===== config.mk =====
export PLATFORM = sky130hd
export DESIGN_NAME = liu_diag
export DESIGN_NICKNAME = d
export VERILOG_FILES = /design/src/core/liu_diag_pkg.sv /design/src/core/pattern_if.sv /design/src/core/liu_diag.sv /design/src/core/pattern_chk.sv /design/src/core/pattern_gen.sv
export VERILOG_INCLUDE_DIRS = /design/src /design/src/core
export SDC_FILE = /design/constraint.sdc
export NUM_CORES = 1
export LEC_CHECK = 0
export BUFFER_PORTS_ARGS = -buffer_cell sky130_fd_sc_hd__buf_2
export CAP_MARGIN = 25
export CORE_UTILIZATION = 45
export CTS_CLUSTER_SIZE = 40
export DETAILED_ROUTE_END_ITERATION = 8
export GPL_TIMING_DRIVEN = 0
export SLEW_MARGIN = 20
export SYNTH_ARGS = -nofsm -noshare
export SYNTH_HDL_FRONTEND = slang
export SYNTH_SLANG_ARGS = --single-unit

===== constraint.sdc =====
create_clock -name mclk -period 3.5 [get_ports mclk]
set_clock_uncertainty 0.2 [all_clocks]
set_input_delay 0.525 -clock mclk [delete_from_list [all_inputs] [get_ports mclk]]
set_output_delay 0.525 -clock mclk [all_outputs]
set_load 0.01 [all_outputs]

===== src/core/liu_diag_defs.svh =====
// Register offsets, field positions, reset values and counts of the diagnostic block
`ifndef LIU_DIAG_DEFS_SVH
`define LIU_DIAG_DEFS_SVH

`define ADDR_CHAN_CTRL   8'h04
`define ADDR_CHAN_STAT   8'h05
`define ADDR_IRQ_ENABLE  8'h20
`define ADDR_IRQ_PENDING 8'h21
`define ADDR_ERR_HIGH    8'h30
`define ADDR_ERR_LOW     8'h31
`define ADDR_ERR_HOLD    8'h38
`define ADDR_DEV_ID      8'h3E
`define ADDR_DEV_REV     8'h3F

`define CTL_ERR_INSERT   0
`define CTL_ALL_ONES     1
`define CTL_LOCAL_LOOP   3
`define CTL_REMOTE_LOOP  4
`define CTL_PATTERN_EN   5
`define STAT_SYNC_LOST   0
`define IRQ_ENABLE_BIT   0
`define IRQ_PENDING_BIT  0

`define CTRL_RESET       8'h00
`define BYTE_ZERO        8'h00
`define COUNT_ZERO       16'h0000
`define COUNT_MAX        16'hFFFF
`define COUNT_ONE        16'h0001

// Identifier and revision values are arbitrary
`define DEV_ID_VALUE     8'hA5
`define DEV_REV_VALUE    8'h3C

`define LFSR_SEED        23'h7FFFFF
`define LFSR_ZERO        23'h000000
`define LONG_TAP_A       22
`define LONG_TAP_B       17
`define SHORT_TAP_A      14
`define SHORT_TAP_B      13

`define GOOD_ZERO        6'h00
`define GOOD_FOR_SYNC    6'h20
`define BAD_ZERO         4'h0
`define BAD_FOR_LOSS     4'h8

`endif


===== src/core/liu_diag_pkg.sv =====
// Types shared by the diagnostic block
package liu_diag_pkg;

  typedef enum logic [3:0] {
    LOOP_NORMAL  = 4'b0001,
    LOOP_ANALOG  = 4'b0010,
    LOOP_REMOTE  = 4'b0100,
    LOOP_DIGITAL = 4'b1000
  } loop_mode_t;

  typedef enum logic [1:0] {
    SYNC_HUNT   = 2'b01,
    SYNC_LOCKED = 2'b10
  } sync_state_t;

endpackage : liu_diag_pkg


===== src/core/pattern_if.sv =====
// Pattern generator and detector signals between the top and its two engines
`timescale 1ns/10ps
interface pattern_if;
  logic enable;
  logic long_seq;
  logic insert_pulse;
  logic tx_bit;
  logic rx_bit;
  logic bit_err;
  logic in_sync;

  modport gen (input enable, input long_seq, input insert_pulse, output tx_bit);
  modport chk (input enable, input long_seq, input rx_bit, output bit_err, output in_sync);
  modport top (output enable, output long_seq, output insert_pulse, output rx_bit,
               input tx_bit, input bit_err, input in_sync);
endinterface : pattern_if


===== src/core/liu_diag.sv =====
// Diagnostics of a line interface unit: pattern test, error counter, loopbacks, all-ones
// Summary of operation
// - Pattern mode sends 2^23-1 or 2^15-1 sequence
// - Pattern test only works in host mode
// - Pattern mode enables detector; violation low when synced
// - Out of sync sets lost flag, violation high
// - Each 0-to-1 insert write injects one error
// - Each detected error pulses violation output high
// - Sixteen-bit counter counts detected errors, saturating at 0xFFFF
// - First byte read copies other byte, clears both
// - Counter bytes clear on read, high 0x30
// - Global interrupt enable bit, reset zero
// - Pending bit shows interrupt needing service
// - Fixed identifier and revision registers
// - Loopback from pins in hardware, bits in host
// - Analog loop feeds transmit back, ignores line
// - Analog loop bypasses the jitter attenuator
// - Digital loop returns system transmit to receive
// - Remote loop returns line data, ignores system
// - Remote loop with transmit attenuator uses recovered data
// - All-ones sends alternating marks at transmit rate
// - All-ones from pin or control bit
`timescale 1ns/10ps
`include "liu_diag_defs.svh"
module liu_diag
  import liu_diag_pkg::*;
(
  input  wire logic       mclk,
  input  wire logic       rst_b,
  input  wire logic       ce,
  input  wire logic       host_mode,
  input  wire logic       rate_is_e3,
  input  wire logic       hw_remote_loop,
  input  wire logic       hw_local_loop,
  input  wire logic       hw_transmit_all_ones,
  input  wire logic       ja_in_tx_path,
  input  wire logic       source_irq_pending,
  input  wire logic [7:0] reg_addr,
  input  wire logic [7:0] reg_wdata,
  input  wire logic       reg_wr,
  input  wire logic       reg_rd,
  output logic      [7:0] reg_rdata,
  input  wire logic       tx_positive_data_in,
  input  wire logic       tx_negative_data_in,
  input  wire logic       line_rx_positive,
  input  wire logic       line_rx_negative,
  input  wire logic       rx_ja_positive,
  input  wire logic       rx_ja_negative,
  output logic            line_tx_positive,
  output logic            line_tx_negative,
  output logic            rx_positive_data_out,
  output logic            rx_negative_or_violation_out,
  output logic            receive_clock_from_tx,
  output logic            tx_timing_from_rx,
  output logic            irq_out
);
  pattern_if pat ();

  logic [7:0]  ctrl_ff;
  logic        irq_enable_ff;
  logic [15:0] err_count_ff;
  logic [7:0]  err_hold_ff;
  logic        insert_last_ff;
  logic        ones_phase_ff;
  logic [7:0]  reg_rdata_ff;
  logic        line_tx_pos_ff;
  logic        line_tx_neg_ff;
  logic        rx_pos_ff;
  logic        rx_neg_ff;
  logic        irq_ff;
  loop_mode_t  loop_mode;

  wire         wr_ctrl     = reg_wr && (reg_addr == `ADDR_CHAN_CTRL);
  wire         wr_irq_en   = reg_wr && (reg_addr == `ADDR_IRQ_ENABLE);
  wire         rd_err_high = reg_rd && (reg_addr == `ADDR_ERR_HIGH);
  wire         rd_err_low  = reg_rd && (reg_addr == `ADDR_ERR_LOW);
  wire         rd_err_any  = rd_err_high || rd_err_low;

  wire         pattern_mode_enable  = host_mode && ctrl_ff[`CTL_PATTERN_EN];
  wire         pattern_error_insert = ctrl_ff[`CTL_ERR_INSERT];
  wire         transmit_all_ones    = host_mode ? ctrl_ff[`CTL_ALL_ONES]
                                                : hw_transmit_all_ones;
  wire         remote_loop_select   = host_mode ? ctrl_ff[`CTL_REMOTE_LOOP]
                                                : hw_remote_loop;
  wire         local_loop_select    = host_mode ? ctrl_ff[`CTL_LOCAL_LOOP]
                                                : hw_local_loop;
  wire         pattern_sync_lost    = pattern_mode_enable && !pat.in_sync;
  wire         global_irq_pending   = source_irq_pending;
  wire         insert_rise          = pattern_error_insert && !insert_last_ff;

  always_comb begin
    case ({remote_loop_select, local_loop_select})
      2'b00:   loop_mode = LOOP_NORMAL;
      2'b01:   loop_mode = LOOP_ANALOG;
      2'b10:   loop_mode = LOOP_REMOTE;
      2'b11:   loop_mode = LOOP_DIGITAL;
      default: loop_mode = LOOP_NORMAL;
    endcase
  end

  wire         mode_analog  = (loop_mode == LOOP_ANALOG);
  wire         mode_remote  = (loop_mode == LOOP_REMOTE);
  wire         mode_digital = (loop_mode == LOOP_DIGITAL);

  // Receive path after the attenuator when it sits there, else straight recovered data
  wire         rx_post_pos  = ja_in_tx_path ? line_rx_positive : rx_ja_positive;
  wire         rx_post_neg  = ja_in_tx_path ? line_rx_negative : rx_ja_negative;
  // Analog loop takes our own line drive back in place of the line inputs
  wire         rx_src_pos   = mode_analog ? line_tx_pos_ff : rx_post_pos;
  wire         rx_src_neg   = mode_analog ? line_tx_neg_ff : rx_post_neg;
  // Remote loop taps before the attenuator when it is on the transmit side,
  // so the looped data still passes it on the way out
  wire         loop_pos     = rx_post_pos;
  wire         loop_neg     = rx_post_neg;

  // Transmit priority: all-ones, remote loop, digital loop (line idle), pattern, system
  wire         nxt_tx_pos   = transmit_all_ones   ? ones_phase_ff :
                              mode_remote         ? loop_pos :
                              mode_digital        ? 1'b0 :
                              pattern_mode_enable ? pat.tx_bit :
                              tx_positive_data_in;
  wire         nxt_tx_neg   = transmit_all_ones   ? !ones_phase_ff :
                              mode_remote         ? loop_neg :
                              mode_digital        ? 1'b0 :
                              pattern_mode_enable ? 1'b0 :
                              tx_negative_data_in;

  wire         nxt_rx_pos   = mode_digital ? tx_positive_data_in : rx_src_pos;
  // Violation output is steady high out of sync and pulses on each detected error
  wire         nxt_rx_neg   = pattern_mode_enable ? (!pat.in_sync || pat.bit_err)
                              : mode_digital ? tx_negative_data_in : rx_src_neg;

  logic [7:0] rd_mux;
  always_comb begin
    case (reg_addr)
      `ADDR_CHAN_CTRL:   rd_mux = ctrl_ff;
      `ADDR_CHAN_STAT:   rd_mux = {7'h00, pattern_sync_lost};
      `ADDR_IRQ_ENABLE:  rd_mux = {7'h00, irq_enable_ff};
      `ADDR_IRQ_PENDING: rd_mux = {7'h00, global_irq_pending};
      `ADDR_ERR_HIGH:    rd_mux = err_count_ff[15:8];
      `ADDR_ERR_LOW:     rd_mux = err_count_ff[7:0];
      `ADDR_ERR_HOLD:    rd_mux = err_hold_ff;
      `ADDR_DEV_ID:      rd_mux = `DEV_ID_VALUE;
      `ADDR_DEV_REV:     rd_mux = `DEV_REV_VALUE;
      default:           rd_mux = `BYTE_ZERO;
    endcase
  end

  // An error landing in the clearing cycle survives as a count of one
  wire [15:0]  nxt_err_count = rd_err_any ? (pat.bit_err ? `COUNT_ONE : `COUNT_ZERO)
                             : (pattern_mode_enable && pat.bit_err
                                && err_count_ff != `COUNT_MAX)
                               ? err_count_ff + `COUNT_ONE
                               : err_count_ff;
  wire [7:0]   nxt_err_hold  = rd_err_high ? err_count_ff[7:0] :
                               rd_err_low  ? err_count_ff[15:8] : err_hold_ff;

  always_ff @(posedge mclk) begin
    if (!rst_b) begin
      ctrl_ff        <= `CTRL_RESET;
      irq_enable_ff  <= 1'b0;
      insert_last_ff <= 1'b0;
    end else if (ce) begin
      if (wr_ctrl) ctrl_ff <= reg_wdata;
      if (wr_irq_en) irq_enable_ff <= reg_wdata[`IRQ_ENABLE_BIT];
      insert_last_ff <= pattern_error_insert;
    end
  end

  always_ff @(posedge mclk) begin
    if (!rst_b) begin
      err_count_ff <= `COUNT_ZERO;
      err_hold_ff  <= `BYTE_ZERO;
      reg_rdata_ff <= `BYTE_ZERO;
    end else if (ce) begin
      err_count_ff <= nxt_err_count;
      err_hold_ff  <= nxt_err_hold;
      if (reg_rd) reg_rdata_ff <= rd_mux;
    end
  end

  always_ff @(posedge mclk) begin
    if (!rst_b) begin
      ones_phase_ff  <= 1'b0;
      line_tx_pos_ff <= 1'b0;
      line_tx_neg_ff <= 1'b0;
      rx_pos_ff      <= 1'b0;
      rx_neg_ff      <= 1'b0;
      irq_ff         <= 1'b0;
    end else if (ce) begin
      ones_phase_ff  <= transmit_all_ones ? !ones_phase_ff : 1'b0;
      line_tx_pos_ff <= nxt_tx_pos;
      line_tx_neg_ff <= nxt_tx_neg;
      rx_pos_ff      <= nxt_rx_pos;
      rx_neg_ff      <= nxt_rx_neg;
      irq_ff         <= irq_enable_ff && global_irq_pending;
    end
  end

  assign pat.enable       = pattern_mode_enable;
  assign pat.long_seq     = rate_is_e3;
  assign pat.insert_pulse = pattern_mode_enable && insert_rise;
  assign pat.rx_bit       = rx_src_pos;

  pattern_gen u_gen (
    .mclk  (mclk),
    .rst_b (rst_b),
    .ce    (ce),
    .pat   (pat.gen)
  );

  pattern_chk u_chk (
    .mclk  (mclk),
    .rst_b (rst_b),
    .ce    (ce),
    .pat   (pat.chk)
  );

  assign reg_rdata                   = reg_rdata_ff;
  assign line_tx_positive            = line_tx_pos_ff;
  assign line_tx_negative            = line_tx_neg_ff;
  assign rx_positive_data_out        = rx_pos_ff;
  assign rx_negative_or_violation_out = rx_neg_ff;
  assign receive_clock_from_tx       = mode_digital;
  assign tx_timing_from_rx           = mode_remote && !transmit_all_ones;
  assign irq_out                     = irq_ff;

  AST_PATTERN_HOST_ONLY: assert property (@(posedge mclk) disable iff (!rst_b)
    !host_mode |-> !pat.enable) else $error("pattern engine enabled outside host mode");

  AST_INSERT_SINGLE: assert property (@(posedge mclk) disable iff (!rst_b)
    (ce && pat.insert_pulse) |=> !pat.insert_pulse)
    else $error("error insertion lasted more than one cycle");

  AST_VIOLATION_OUT_OF_SYNC: assert property (@(posedge mclk) disable iff (!rst_b)
    (ce && pattern_mode_enable && !pat.in_sync) |=> rx_negative_or_violation_out)
    else $error("violation output low while out of sync");

  AST_VIOLATION_PULSE: assert property (@(posedge mclk) disable iff (!rst_b)
    (ce && pattern_mode_enable && pat.in_sync && !pat.bit_err) |=> !rx_negative_or_violation_out)
    else $error("violation output high while synced and error free");

  AST_COUNT_STEP: assert property (@(posedge mclk) disable iff (!rst_b)
    (ce && pattern_mode_enable && pat.bit_err && !rd_err_any && err_count_ff != `COUNT_MAX)
    |=> err_count_ff == $past(err_count_ff) + `COUNT_ONE)
    else $error("error counter did not step by one");

  AST_READ_CLEARS: assert property (@(posedge mclk) disable iff (!rst_b)
    (ce && rd_err_any && !pat.bit_err) |=> err_count_ff == `COUNT_ZERO)
    else $error("counter not cleared by byte read");

  AST_HOLD_COPY: assert property (@(posedge mclk) disable iff (!rst_b)
    (ce && rd_err_high) |=> err_hold_ff == $past(err_count_ff[7:0]))
    else $error("holding register missed the unread low byte");

  AST_IRQ_GATED: assert property (@(posedge mclk) disable iff (!rst_b)
    (ce && !irq_enable_ff) |=> !irq_out) else $error("interrupt raised while disabled");

  AST_ALL_ONES_ALT: assert property (@(posedge mclk) disable iff (!rst_b)
    (ce && transmit_all_ones) [*2] |=> line_tx_positive != line_tx_negative
    && line_tx_positive != $past(line_tx_positive))
    else $error("all-ones output is not alternating marks");

  AST_DIGITAL_LOOP: assert property (@(posedge mclk) disable iff (!rst_b)
    (ce && mode_digital && !transmit_all_ones) |=> !line_tx_positive && !line_tx_negative
    && rx_positive_data_out == $past(tx_positive_data_in))
    else $error("digital loop routing wrong");

  AST_ANALOG_LOOP: assert property (@(posedge mclk) disable iff (!rst_b)
    (ce && mode_analog) |=> rx_positive_data_out == $past(line_tx_positive))
    else $error("analog loop did not return the line drive");

  AST_REMOTE_LOOP: assert property (@(posedge mclk) disable iff (!rst_b)
    (ce && mode_remote && !transmit_all_ones && !pattern_mode_enable)
    |=> line_tx_positive == rx_positive_data_out
    && line_tx_negative == rx_negative_or_violation_out)
    else $error("remote loop output differs from receive output");

  AST_NORMAL_PATH: assert property (@(posedge mclk) disable iff (!rst_b)
    (ce && loop_mode == LOOP_NORMAL && !transmit_all_ones && !pattern_mode_enable)
    |=> line_tx_positive == $past(tx_positive_data_in))
    else $error("normal mode did not send system data");

  AST_ERROR_PULSE: assert property (@(posedge mclk) disable iff (!rst_b)
    (ce && pattern_mode_enable && pat.bit_err) |=> rx_negative_or_violation_out)
    else $error("detected error gave no violation pulse");

  AST_HOLD_COPY_HIGH: assert property (@(posedge mclk) disable iff (!rst_b)
    (ce && rd_err_low) |=> err_hold_ff == $past(err_count_ff[15:8]))
    else $error("holding register missed the unread high byte");

  AST_IRQ_RAISE: assert property (@(posedge mclk) disable iff (!rst_b)
    (ce && irq_enable_ff && global_irq_pending) |=> irq_out)
    else $error("enabled pending interrupt not raised");

  AST_DEVICE_ID: assert property (@(posedge mclk) disable iff (!rst_b)
    (ce && reg_rd && reg_addr == `ADDR_DEV_ID) |=> reg_rdata == `DEV_ID_VALUE)
    else $error("identifier register read wrong");

  AST_DEVICE_REV: assert property (@(posedge mclk) disable iff (!rst_b)
    (ce && reg_rd && reg_addr == `ADDR_DEV_REV) |=> reg_rdata == `DEV_REV_VALUE)
    else $error("revision register read wrong");

endmodule : liu_diag


===== src/core/pattern_chk.sv =====
// Pattern detector: acquires the sequence, flags bit errors and tracks sync
`timescale 1ns/10ps
`include "liu_diag_defs.svh"
module pattern_chk
  import liu_diag_pkg::*;
(
  input wire logic mclk,
  input wire logic rst_b,
  input wire logic ce,
  pattern_if.chk   pat
);
  sync_state_t state_ff;
  sync_state_t nxt_state;
  logic [22:0] ref_ff;
  logic [5:0]  good_ff;
  logic [3:0]  bad_ff;
  logic        pred;
  logic        miss;
  logic        good_run;

  assign pred     = pat.long_seq ? (ref_ff[`LONG_TAP_A] ^ ref_ff[`LONG_TAP_B])
                                 : (ref_ff[`SHORT_TAP_A] ^ ref_ff[`SHORT_TAP_B]);
  assign miss     = pat.rx_bit != pred;
  // An all-zero reference would lock onto a dead line, so it never counts as good
  assign good_run = !miss && (ref_ff != `LFSR_ZERO);

  always_comb begin
    nxt_state = state_ff;
    case (state_ff)
      SYNC_HUNT:   if (good_run && good_ff == `GOOD_FOR_SYNC) nxt_state = SYNC_LOCKED;
      SYNC_LOCKED: if (miss && bad_ff == `BAD_FOR_LOSS - 4'h1) nxt_state = SYNC_HUNT;
      default:     nxt_state = SYNC_HUNT;
    endcase
  end

  always_ff @(posedge mclk) begin
    if (!rst_b || !pat.enable) begin
      state_ff    <= SYNC_HUNT;
      ref_ff      <= `LFSR_ZERO;
      good_ff     <= `GOOD_ZERO;
      bad_ff      <= `BAD_ZERO;
      pat.bit_err <= 1'b0;
    end else if (ce) begin
      state_ff    <= nxt_state;
      // Free-running while locked so one line error is counted once, not per tap
      ref_ff      <= {ref_ff[21:0], (state_ff == SYNC_LOCKED) ? pred : pat.rx_bit};
      good_ff     <= !good_run ? `GOOD_ZERO :
                     (good_ff == `GOOD_FOR_SYNC) ? good_ff : good_ff + 6'h01;
      bad_ff      <= (good_ff == `GOOD_FOR_SYNC) ? `BAD_ZERO :
                     miss ? bad_ff + 4'h1 : bad_ff;
      pat.bit_err <= miss;
    end
  end

  assign pat.in_sync = (state_ff == SYNC_LOCKED);
endmodule : pattern_chk


===== src/core/pattern_gen.sv =====
// Pseudo-random pattern generator with single-bit error insertion
`timescale 1ns/10ps
`include "liu_diag_defs.svh"
module pattern_gen
  import liu_diag_pkg::*;
(
  input wire logic mclk,
  input wire logic rst_b,
  input wire logic ce,
  pattern_if.gen   pat
);
  logic [22:0] lfsr_ff;
  logic        fb;

  // Long sequence 2^23-1, short 2^15-1
  assign fb = pat.long_seq ? (lfsr_ff[`LONG_TAP_A] ^ lfsr_ff[`LONG_TAP_B])
                           : (lfsr_ff[`SHORT_TAP_A] ^ lfsr_ff[`SHORT_TAP_B]);

  always_ff @(posedge mclk) begin
    if (!rst_b) begin
      lfsr_ff    <= `LFSR_SEED;
      pat.tx_bit <= 1'b0;
    end else if (ce) begin
      if (pat.enable) begin
        lfsr_ff    <= {lfsr_ff[21:0], fb};
        pat.tx_bit <= fb ^ pat.insert_pulse;
      end else begin
        lfsr_ff    <= `LFSR_SEED;
        pat.tx_bit <= 1'b0;
      end
    end
  end
endmodule : pattern_gen


==> results of run 1 <==
cell usage after synthesis (all sizes together) (2+ instances only):
cell,n
dfxtp,108
nand2,71
mux2i,53
nor2,52
o22ai,24
clkbuf,21
nor2b,20
o21ai,19
nand3,16
xnor2,14
nor3,12
o211a,11
a21oi,10
nor4,10
buf,9
inv,9
nand4,9
a221oi,8
a31oi,6
or3,6
mux2,5
o211ai,5
o31ai,5
xor2,5
and2,4
ha,4
a21boi,3
and3,3
nand4b,3
a211oi,2
a21o,2
a32oi,2
and3b,2
and4,2
nor3b,2
nor4b,2
o21a,2
metal layers:
| layer | wire length (um) | global-route usage [%] |
|---|---|---|
| met5 | 0 | 0 |
| met3 | 530 | 2.966 |
| met1 | 5995 | 30.15 |
| met4 | 202 | 8.317 |
| met2 | 5271 | 33.33 |
per-stage QoR:
step | power, mW | instance area (um^2) | utilization (%)
4_1_cts | 2.223 | 5644 | 51.84
3_3_place_gp | 1.399 | 5430 | 49.87
3_5_place_dp | 1.400 | 5430 | 49.87
6_report | 2.211 | 5644 | 51.84
2_1_floorplan | 1.348 | 5035 | -
5_1_grt | 2.300 | 5644 | 51.84
worst min-delay path, stage by stage:
cell,delay [ps]
buf_2,80
mux2i_1,60
nor2b_1,90
power breakdown:
part,internal [mW],total [mW],switching (mW)
Clock,0.404,0.839,0.435
Combinational,0.0537,0.137,0.0835
Sequential,1.23,1.24,0.00312
logic make-up after synthesis:
kind of cell    after synthesis  share of synthesized area, %
simple gates                221                         22.59
fa+ha+maj                     4                        0.9941
xor+xnor                     19                         3.305
mux                          58                         11.66
flops                       108                         42.94
buf+inv                      39                         3.256
compound gates              107                         15.26
sequential cells by signal, indices dropped and copies added (netlist names):
name and count:
ctrl_ff 8, u_chk.pat.bit_err 1, irq_out 1, u_chk.bad_ff 4
u_chk.state_ff 2, line_tx_positive 1, ones_phase_ff 1, rx_negative_or_violation_out 1
err_count_ff 16, u_gen.pat.tx_bit 1, reg_rdata 8, u_gen.lfsr_ff 23
insert_last_ff 1, err_hold_ff 8, u_chk.good_ff 6, line_tx_negative 1
rx_positive_data_out 1, u_chk.ref_ff 23, irq_enable_ff 1
worst min-delay path by stage:
| stage | start | endpoint | slack, ps | cells after the start |
|---|---|---|---|---|
| 4_1_cts | reg_wdata[3] | ctrl_ff[3]$_SDFFE_PN0P_ | 200 | 3 |
| 3_5_place_dp | reg_rdata[7]$_SDFFE_PN0P_ | reg_rdata[7]$_SDFFE_PN0P_ | 240 | 2 |
| 5_1_grt | reg_wdata[5] | ctrl_ff[5]$_SDFFE_PN0P_ | 220 | 3 |
| 3_3_place_gp | reg_rdata[7]$_SDFFE_PN0P_ | reg_rdata[7]$_SDFFE_PN0P_ | 240 | 2 |
| 2_1_floorplan | u_gen.lfsr_ff[0]$_SDFFE_PN1P_ | u_gen.lfsr_ff[1]$_SDFFE_PN1P_ | 240 | 2 |
| 6_report | reg_wdata[5] | ctrl_ff[5]$_SDFFE_PN0P_ | 200 | 3 |
final cells by class:
class                   instances  area [um^2]
inverters                       9        33.78
multi-input cells             409         2709
clock buffers                  10        127.6
well taps                     140        175.2
fillers                      1037         5244
clock inverters                 6        86.33
flip-flops and latches        108         2162
plain buffers                  30        130.1
repair buffers                 44        220.2
==> metrics.csv, run 1 <==
metric;value;unit
Die Ht;107.8;um
slowest stage cell, crit path;a311oi_4;
CTS root buf;clkbuf_8;
RSZ-0062 raised after global routing;no;
Finish-stage setup viols;0;
DP Cell Count;740;
hpwl dp;8879;um
fin crit share;69.88;%
FFs w/ async S/R, synth;0;%
Crit. Startpoint;ctrl_ff[4]$_SDFFE_PN0P_;
LEAKAGE;2.117;nW
post-synth top area share;42.94;%
drt via density;5.558;
via count;4202;
crit path kind;reg -> reg;
final cell count without fillers;756;
Max Fanout on Critical Path;9;
worst hold slack;203.1;ps
DP Worst Slack;727.0;ps
layout cells sized above 1;13.31;%
Total GRT Usage;21.55;%
Placer Congestion;0.9250;
Max IR drop VDD;0.2071;mV
Final Hold Vio Count;0;
Crit. End Element;flop;
slew margin rel.;44.24;%
Cell Chain, Critical Path;and3b_1 -> or3_4 -> and3_4 -> a311oi_4 -> nand2_2 -> o211a_1;
Worst EP arrival;2530;ps
reg2reg setup slack;1050;ps
Clock transition at path regs;110;ps
Post CTS Setup Buffer Count;0;
num rows;38;
number of synthesized flops with an enable pin;0;
Worst Max-Slew Pin Slew;830.2;ps
synth unique cells;63;
first-pass GRT wire length;19420;um
PostCTS Resize Cnt;0;
Final ANT Viol Nets;0;
most common cell after layout, fill and taps aside;dfxtp_1;
syn nets;594;
ys flop type;dfxtp_1;
Syn Inst Count;556;
drt pass-1 iters;5;
outcome;completed;
GRT overflow;0;
CP max stage delay;510;ps
I/O Pins;49;
FF+latch count, synth;108;
antenna cells;0;
P&R area growth vs syn;12.10;%
Final TNS setup;0;ps
Final WS setup;1054;ps
syn avg cell area;9.055;um^2
critical path depth;6;
Core ar.;0.01089;mm^2
CTS Hold Bufs;0;
port bufs;44;
Final Max Tran Viols;0;
die area;0.01162;mm^2
Initial DRC Count;211;
vias in the first global route;3897;
post-synthesis sequential area ratio;42.94;%
Fmax;408.9;MHz
min Tclk post-route;2446;ps
wire length after detailed routing;12000;um
fin nets;649;
RR Startpoint;ctrl_ff[4]$_SDFFE_PN0P_;
power per cell area;391.8;mW/mm^2
reg2reg end;u_chk.state_ff[0]$_SDFFE_PP1P_;
CP top delay family;simple AND/OR/NAND/NOR gates;
Synth Warn #;0;
DRC viols;0;
largest net degree at the start of global routing;18;
commonest non-fill, non-tap cells in the layout;dfxtp_1 (108), nand2_1 (70), mux2i_1 (53);
clock sink count;108;
Max Root-Sink Buffers;2;
Hold Path Class;in -> reg;
end of the critical path;u_chk.state_ff[0]$_SDFFE_PP1P_;
synth top area cells;dfxtp_1 (43%), mux2i_1 (11%), nand2_1 (5.2%), nor2_1 (3.9%), o22ai_1 (3.0%);
initial antenna violation count;0;
# Max-Cap Violations;0;
Clock Latency Late Sink;380;ps
H-Tree Depth;3;
CTS tree;built;
Bufs and invs on worst path;0;
Synth area leader;dfxtp_1;
initial cell density of the core;46.24;%
TritonCTS Buffers;9;
Die Width;107.8;um
WP data required;3590;ps
Worst Reg-to-Reg Cells;6;
startpoint types;flop;
mapped cell area;0.005035;mm^2
routed length per instance;15.87;um
Power figures use the tool's default switching activity.
==> run 2: changes to the inputs <==
ABC_AREA = 1   (was default)
PLACE_DENSITY = 0.66   (was default)
clock period = 2 ns   (was 3.5 ns; I/O delays follow)
==> metrics.csv, run 2 <==
metric;value;unit
slowest stage cell, crit path;dfxtp_1;
Worst Max-Slew Pin Slew;654.4;ps
fin nets;866;
I/O Pins;49;
Final ANT Viol Nets;0;
Hold Path Class;in -> reg;
Synth Warn #;0;
mapped cell area;0.005236;mm^2
power per cell area;690.2;mW/mm^2
first-pass GRT wire length;22520;um
DP Worst Slack;-279.1;ps
LEAKAGE;2.422;nW
port bufs;47;
WP data required;1500;ps
startpoint types;flop;
multiplexer area fraction after synthesis;0.3823;%
min Tclk post-route;1872;ps
wire length after detailed routing;13800;um
largest family of logic cells by synthesized area;simple AND/OR/NAND/NOR gates;
Die Width;109.9;um
Design Area, Final;0.006123;mm^2
Post-DP Area;0.005650;mm^2
Synth area leader;dfxtp_1;
Max Root-Sink Buffers;2;
Worst Hold Path Cells;2;
Cell Chain, Critical Path;inv_1 -> nand2_1 -> nand2_4 -> inv_1 -> nand2_1 -> nor2_2 -> buf_2;
post-synthesis sequential area ratio;41.29;%
drt via density;5.362;
top flop regs;u_chk.ref_ff x23, u_gen.lfsr_ff x23, err_count_ff x16;
CTS root buf;clkbuf_16;
Clock Latency Late Sink;360;ps
Layout Utilization;53.86;%
Finish-stage setup viols;0;
worst hold slack;26.77;ps
Core ar.;0.01137;mm^2
Filler Cells Inserted;1153;
Initial DRC Count;285;
Final WS setup;128.2;ps
Fmax;534.2;MHz
Total GRT Usage;24.22;%
Worst Reg-to-Reg Cells;7;
synth unique cells;41;
num rows;39;
Worst EP arrival;1370;ps
ys flop type;dfxtp_1;
hpwl dp;10360;um
clock sink count;108;
Adder-Cell Fraction of Synth Area;0.9558;%
TritonCTS Buffers;9;
outcome;completed;
compound-gate portion of the synthesized area;16.75;%
Final Max Tran Viols;0;
Syn Inst Count;759;
H-Tree Depth;3;
layout cells sized above 1;14.29;%
largest net degree at the start of global routing;19;
slew margin rel.;56.04;%
crit path kind;reg -> out;
Die Ht;109.9;um
antenna cells;0;
fin crit share;93.59;%
GRT overflow;0;
number of synthesized flops with an enable pin;0;
# Max-Cap Violations;0;
synth top area cells;dfxtp_1 (41%), nand2_1 (16%), a21oi_1 (6.9%), nand3_1 (5.0%), o21ai_0 (4.7%);
syn avg cell area;6.899;um^2
routed length per instance;14.14;um
P&R area growth vs syn;16.94;%
post-synth top area share;41.29;%
Max IR drop VDD;0.7072;mV
vias in the first global route;4794;
FF+latch count, synth;108;
Final TNS setup;0;ps
top-count cell post-synth;nand2_1;
Placer Congestion;0.9413;
CTS tree;built;
initial antenna violation count;0;
initial cell density of the core;46.05;%
Synth Area in Simple Gates;30.25;%
drt pass-1 iters;5;
Clock transition at path regs;70;ps
syn nets;797;
synth cell count leaders;nand2_1 (219), dfxtp_1 (108), a21oi_1 (72);
FFs w/ async S/R, synth;0;%
commonest non-fill, non-tap cells in the layout;nand2_1 (213), dfxtp_1 (103), a21oi_1 (71);
Final Hold Vio Count;0;
CP max stage delay;330;ps
die area;0.01207;mm^2
RSZ-0062 raised after global routing;yes;
XOR/XNOR Fraction of Synth Area;2.843;%
most common cell after layout, fill and taps aside;nand2_1;
Max Fanout on Critical Path;9;
Crit. End Element;output pin;
via count;5233;
DRC viols;0;
==> run 2: cell types whose count changed after synthesis, sizes merged, moves of 16 or more <==
| cell | before | now |
|---|---|---|
| nor2b | 20 | 0 |
| a21oi | 10 | 73 |
| mux2i | 53 | 2 |
| inv | 9 | 68 |
| nand2 | 71 | 224 |
| nand3 | 16 | 55 |
| nor2 | 52 | 68 |
| o21ai | 19 | 51 |
==> run 2: stage by stage <==
stage / total power, mW / instances
after floorplan: 2.353 / 759
after global placement: 2.451 / 949
after detailed placement: 2.456 / 949
after CTS: 4.255 / 973
after global routing: 4.382 / 976
final: 4.226 / 976
==> run 2: layout make-up <==
type | count | area [um^2] | share of cell area (%)
plain buffers | 28 | 135.1 | 2.207
clock inverters | 5 | 65.06 | 1.063
inverters | 69 | 264.0 | 4.311
repair buffers | 59 | 335.3 | 5.476
well taps | 143 | 178.9 | 2.922
multi-input cells | 553 | 2739 | 44.73
flip-flops and latches | 108 | 2173 | 35.49
clock buffers | 11 | 232.7 | 3.801
==> run 2: power breakdown <==
| part | total, mW | internal [mW] | leakage [nW] | switching (mW) |
|---|---|---|---|---|
| clock | 1.81 | 0.989 | 0.145 | 0.819 |
| combinational | 0.255 | 0.0785 | 1.40 | 0.177 |
| sequential | 2.16 | 2.16 | 0.875 | 0.00789 |
==> run 2: cell families after synthesis <==
logic type,count (synthesis)
DFF,108
xor gates and xnor gates,17
buffers and inverters,98
AOI/OAI and AO/OA,160
adders and majority gates,4
and+or+nand+nor,370
muxes,2
==> run 2: worst paths after layout <==
| kind | startpoint | endpoint | slack [ps] |
|---|---|---|---|
| setup reg to reg | u_chk.ref_ff[18]$_SDFFE_PP0P_ | u_chk.good_ff[4]$_SDFFE_PP0P_ | 150 |
| hold reg to reg | err_hold_ff[2]$_SDFFE_PN0P_ | err_hold_ff[2]$_SDFFE_PN0P_ | 250 |
| setup / recovery | ctrl_ff[4]$_SDFFE_PN0P_ | tx_timing_from_rx | 130 |
| hold / removal | reg_wdata[0] | irq_enable_ff$_SDFFE_PN0P_ | 30 |
==> run 2: timing repair <==
action,in CTS,in global routing
setup endpoints to repair,16,43
resized for setup,6,24
setup buffers,4,4
hold buffers,4,0
endpoints found under the hold margin,4,0
pin swaps,2,4
==> run 2: per-layer routing <==
layer / up-vias / part of all wire (%) / GRT usage, %
met1: 2439 / 44 / 29.71
met5: - / 0 / 0
met3: 31 / 4.7 / 5.453
li1: 2630 / - / -
met2: 133 / 49 / 41.21
met4: 0 / 2.6 / 9.048
==> run 2: worst max-delay path: cells and delay by family, from the launching register on <==
family | cells | cell delay (ps)
flip-flops | 1 | 330
AND/OR/NAND/NOR | 4 | 400
buffers and inverters | 3 | 290
==> run 3: changes to the inputs <==
ABC_AREA = default   (was 1)
==> metrics.csv, run 3 (synthesis gave the netlist of run 1 again) <==
metric;value;unit
Hold EP;ctrl_ff[2]$_SDFFE_PN0P_;
initial cell density of the core;46.24;%
via count;4412;
Worst Reg-to-Reg Cells;7;
wire length after detailed routing;12570;um
startpoint types;flop;
fin nets;673;
min-delay src;reg_wdata[2];
outcome;finished, violations left;
Layout Utilization;56.09;%
layout cells sized above 1;23.13;%
Worst Max-Slew Pin Slew;691.5;ps
I/O Pins;49;
largest net degree at the start of global routing;23;
P&R area growth vs syn;21.30;%
Finish-stage setup viols;27;
Die Ht;107.8;um
grt met1 use;28.70;%
antenna cells;0;
Hold Path Class;in -> reg;
Fmax;464.9;MHz
Initial DRC Count;269;
reg2reg end;u_chk.state_ff[0]$_SDFFE_PP1P_;
crit path kind;reg -> reg;
top flop regs;u_chk.ref_ff x23, u_gen.lfsr_ff x23, err_count_ff x16;
DP Worst Slack;-460.6;ps
Max IR drop VDD;0.3351;mV
hpwl dp;8881;um
DRC viols;0;
Die Width;107.8;um
H-Tree Depth;3;
reg2reg setup slack;-150;ps
TritonCTS Buffers;9;
num rows;38;
Clock transition at path regs;110;ps
slowest stage cell, crit path;dfxtp_4;
drt pass-1 iters;5;
Final Hold Vio Count;0;
fin crit share;107.5;%
Bufs and invs on worst path;1;
Final ANT Viol Nets;0;
Final WS setup;-150.9;ps
CP top delay family;simple AND/OR/NAND/NOR gates;
Top Usage Layer GRT;met2;
Worst EP arrival;2230;ps
Max Fanout on Critical Path;8;
CTS root buf;clkbuf_8;
Crit. End Element;flop;
first-pass GRT wire length;19950;um
# Max-Cap Violations;0;
commonest non-fill, non-tap cells in the layout;dfxtp_1 (91), nand2_1 (70), nor2_1 (51);
CP max stage delay;380;ps
Clock Latency Late Sink;380;ps
Core ar.;0.01089;mm^2
die area;0.01162;mm^2
RSZ-0062 raised after global routing;yes;
GRT overflow;0;
routed length per instance;16.11;um
RR Startpoint;ctrl_ff[4]$_SDFFE_PN0P_;
Max Root-Sink Buffers;2;
WP data required;2080;ps
clock sink count;108;
vias in the first global route;4141;
final cell count without fillers;780;
slew margin rel.;53.90;%
CTS tree;built;
Final Max Tran Viols;0;
min Tclk post-route;2151;ps
power per cell area;615.8;mW/mm^2
met2 Use GR;36.03;%
initial antenna violation count;0;
Total GRT Usage;22.01;%
Cell Chain, Critical Path;and3b_1 -> or3_4 -> and3_4 -> or2_1 -> buf_6 -> a211o_1 -> o211a_1;
Worst Hold Path Cells;3;
most common cell after layout, fill and taps aside;dfxtp_1;
failing checks;setup timing;
Global Route met3 Usage;4.419;%
Placer Congestion;0.9427;
Post-DP Area;0.005518;mm^2
LEAKAGE;2.326;nW
DP Cell Count;740;
Design Area, Final;0.006107;mm^2
drt via density;5.656;
port bufs;44;
## run 3: cell count changes in the layout (fill, tap and decap cells not counted), sizes merged, moves of 20 or more
cell / previous run / this run
nand3: 55 / 16
nand2: 224 / 71
a21oi: 73 / 10
o21ai: 51 / 19
mux2i: 2 / 53
inv: 71 / 11
nor2b: 0 / 20
## run 3: area by class of cell
cell class                 instances  area (um^2)
inverter                           9        33.78
tap                              140        175.2
multi-input combinational        409         2870
buffer                            30        156.4
timing repair buffer              68        450.4
clock buffer                       9        123.9
sequential                       108         2206
fill                             983         4781
clock inverter                     7        91.34
## run 3: how the worst max path moves through the flow
stage                            startpoint                           endpoint  slack, ps  cells after the start
2_1_floorplan                     host_mode     u_chk.state_ff[0]$_SDFFE_PP1P_       -170                      8
3_3_place_gp                             ce  rx_positive_data_out$_SDFFE_PN0P_       -440                      6
4_1_cts        err_count_ff[4]$_SDFFE_PN0P_       err_count_ff[0]$_SDFFE_PN0P_       -140                      6
6_report            ctrl_ff[4]$_SDFFE_PN0P_     u_chk.state_ff[0]$_SDFFE_PP1P_       -150                      7
3_5_place_dp                  ja_in_tx_path      u_chk.good_ff[0]$_SDFFE_PP0P_       -460                      7
5_1_grt        err_count_ff[1]$_SDFFE_PN0P_      err_count_ff[11]$_SDFFE_PN0P_       -210                      8
## run 3: tightest hold or removal path, stage by stage
cell and delay, ps:
buf_2 70, mux2i_1 60, nor2b_1 100
## run 3: stage by stage
step           total power [mW]  hold WS (ps)  TNS (ps)
6_report                  3.761         2.730     -1818
5_1_grt                   3.914         14.92     -3733
3_3_place_gp              2.451         237.9    -21080
3_5_place_dp              2.456         246.4    -23440
2_1_floorplan             2.365         241.8    -729.0
4_1_cts                   3.795         3.719     -2074
## run 3: routing by layer
layer / part of all wire, % / wire length, um
met5: 0 / 0
met4: 1.9 / 235
met3: 4.5 / 560
met2: 47 / 5921
met1: 47 / 5848
## run 3: what timing repair did
item                                   in CTS  in global routing
setup endpoints to repair                  36                 51
gates resized for setup                    28                 26
pin swaps                                  13                  4
buffers inserted                           12                  6
gates cloned                                1                  0
hold buffers                                5                  0
endpoints found under the hold margin       5                  0
## run 3: report_power, final
| part | internal (mW) | total, mW | switching (mW) |
|---|---|---|---|
| Sequential | 2.14 | 2.15 | 0.00552 |
| Combinational | 0.116 | 0.274 | 0.157 |
| Clock | 0.506 | 1.34 | 0.832 |
| Total | 2.77 | 3.76 | 0.994 |
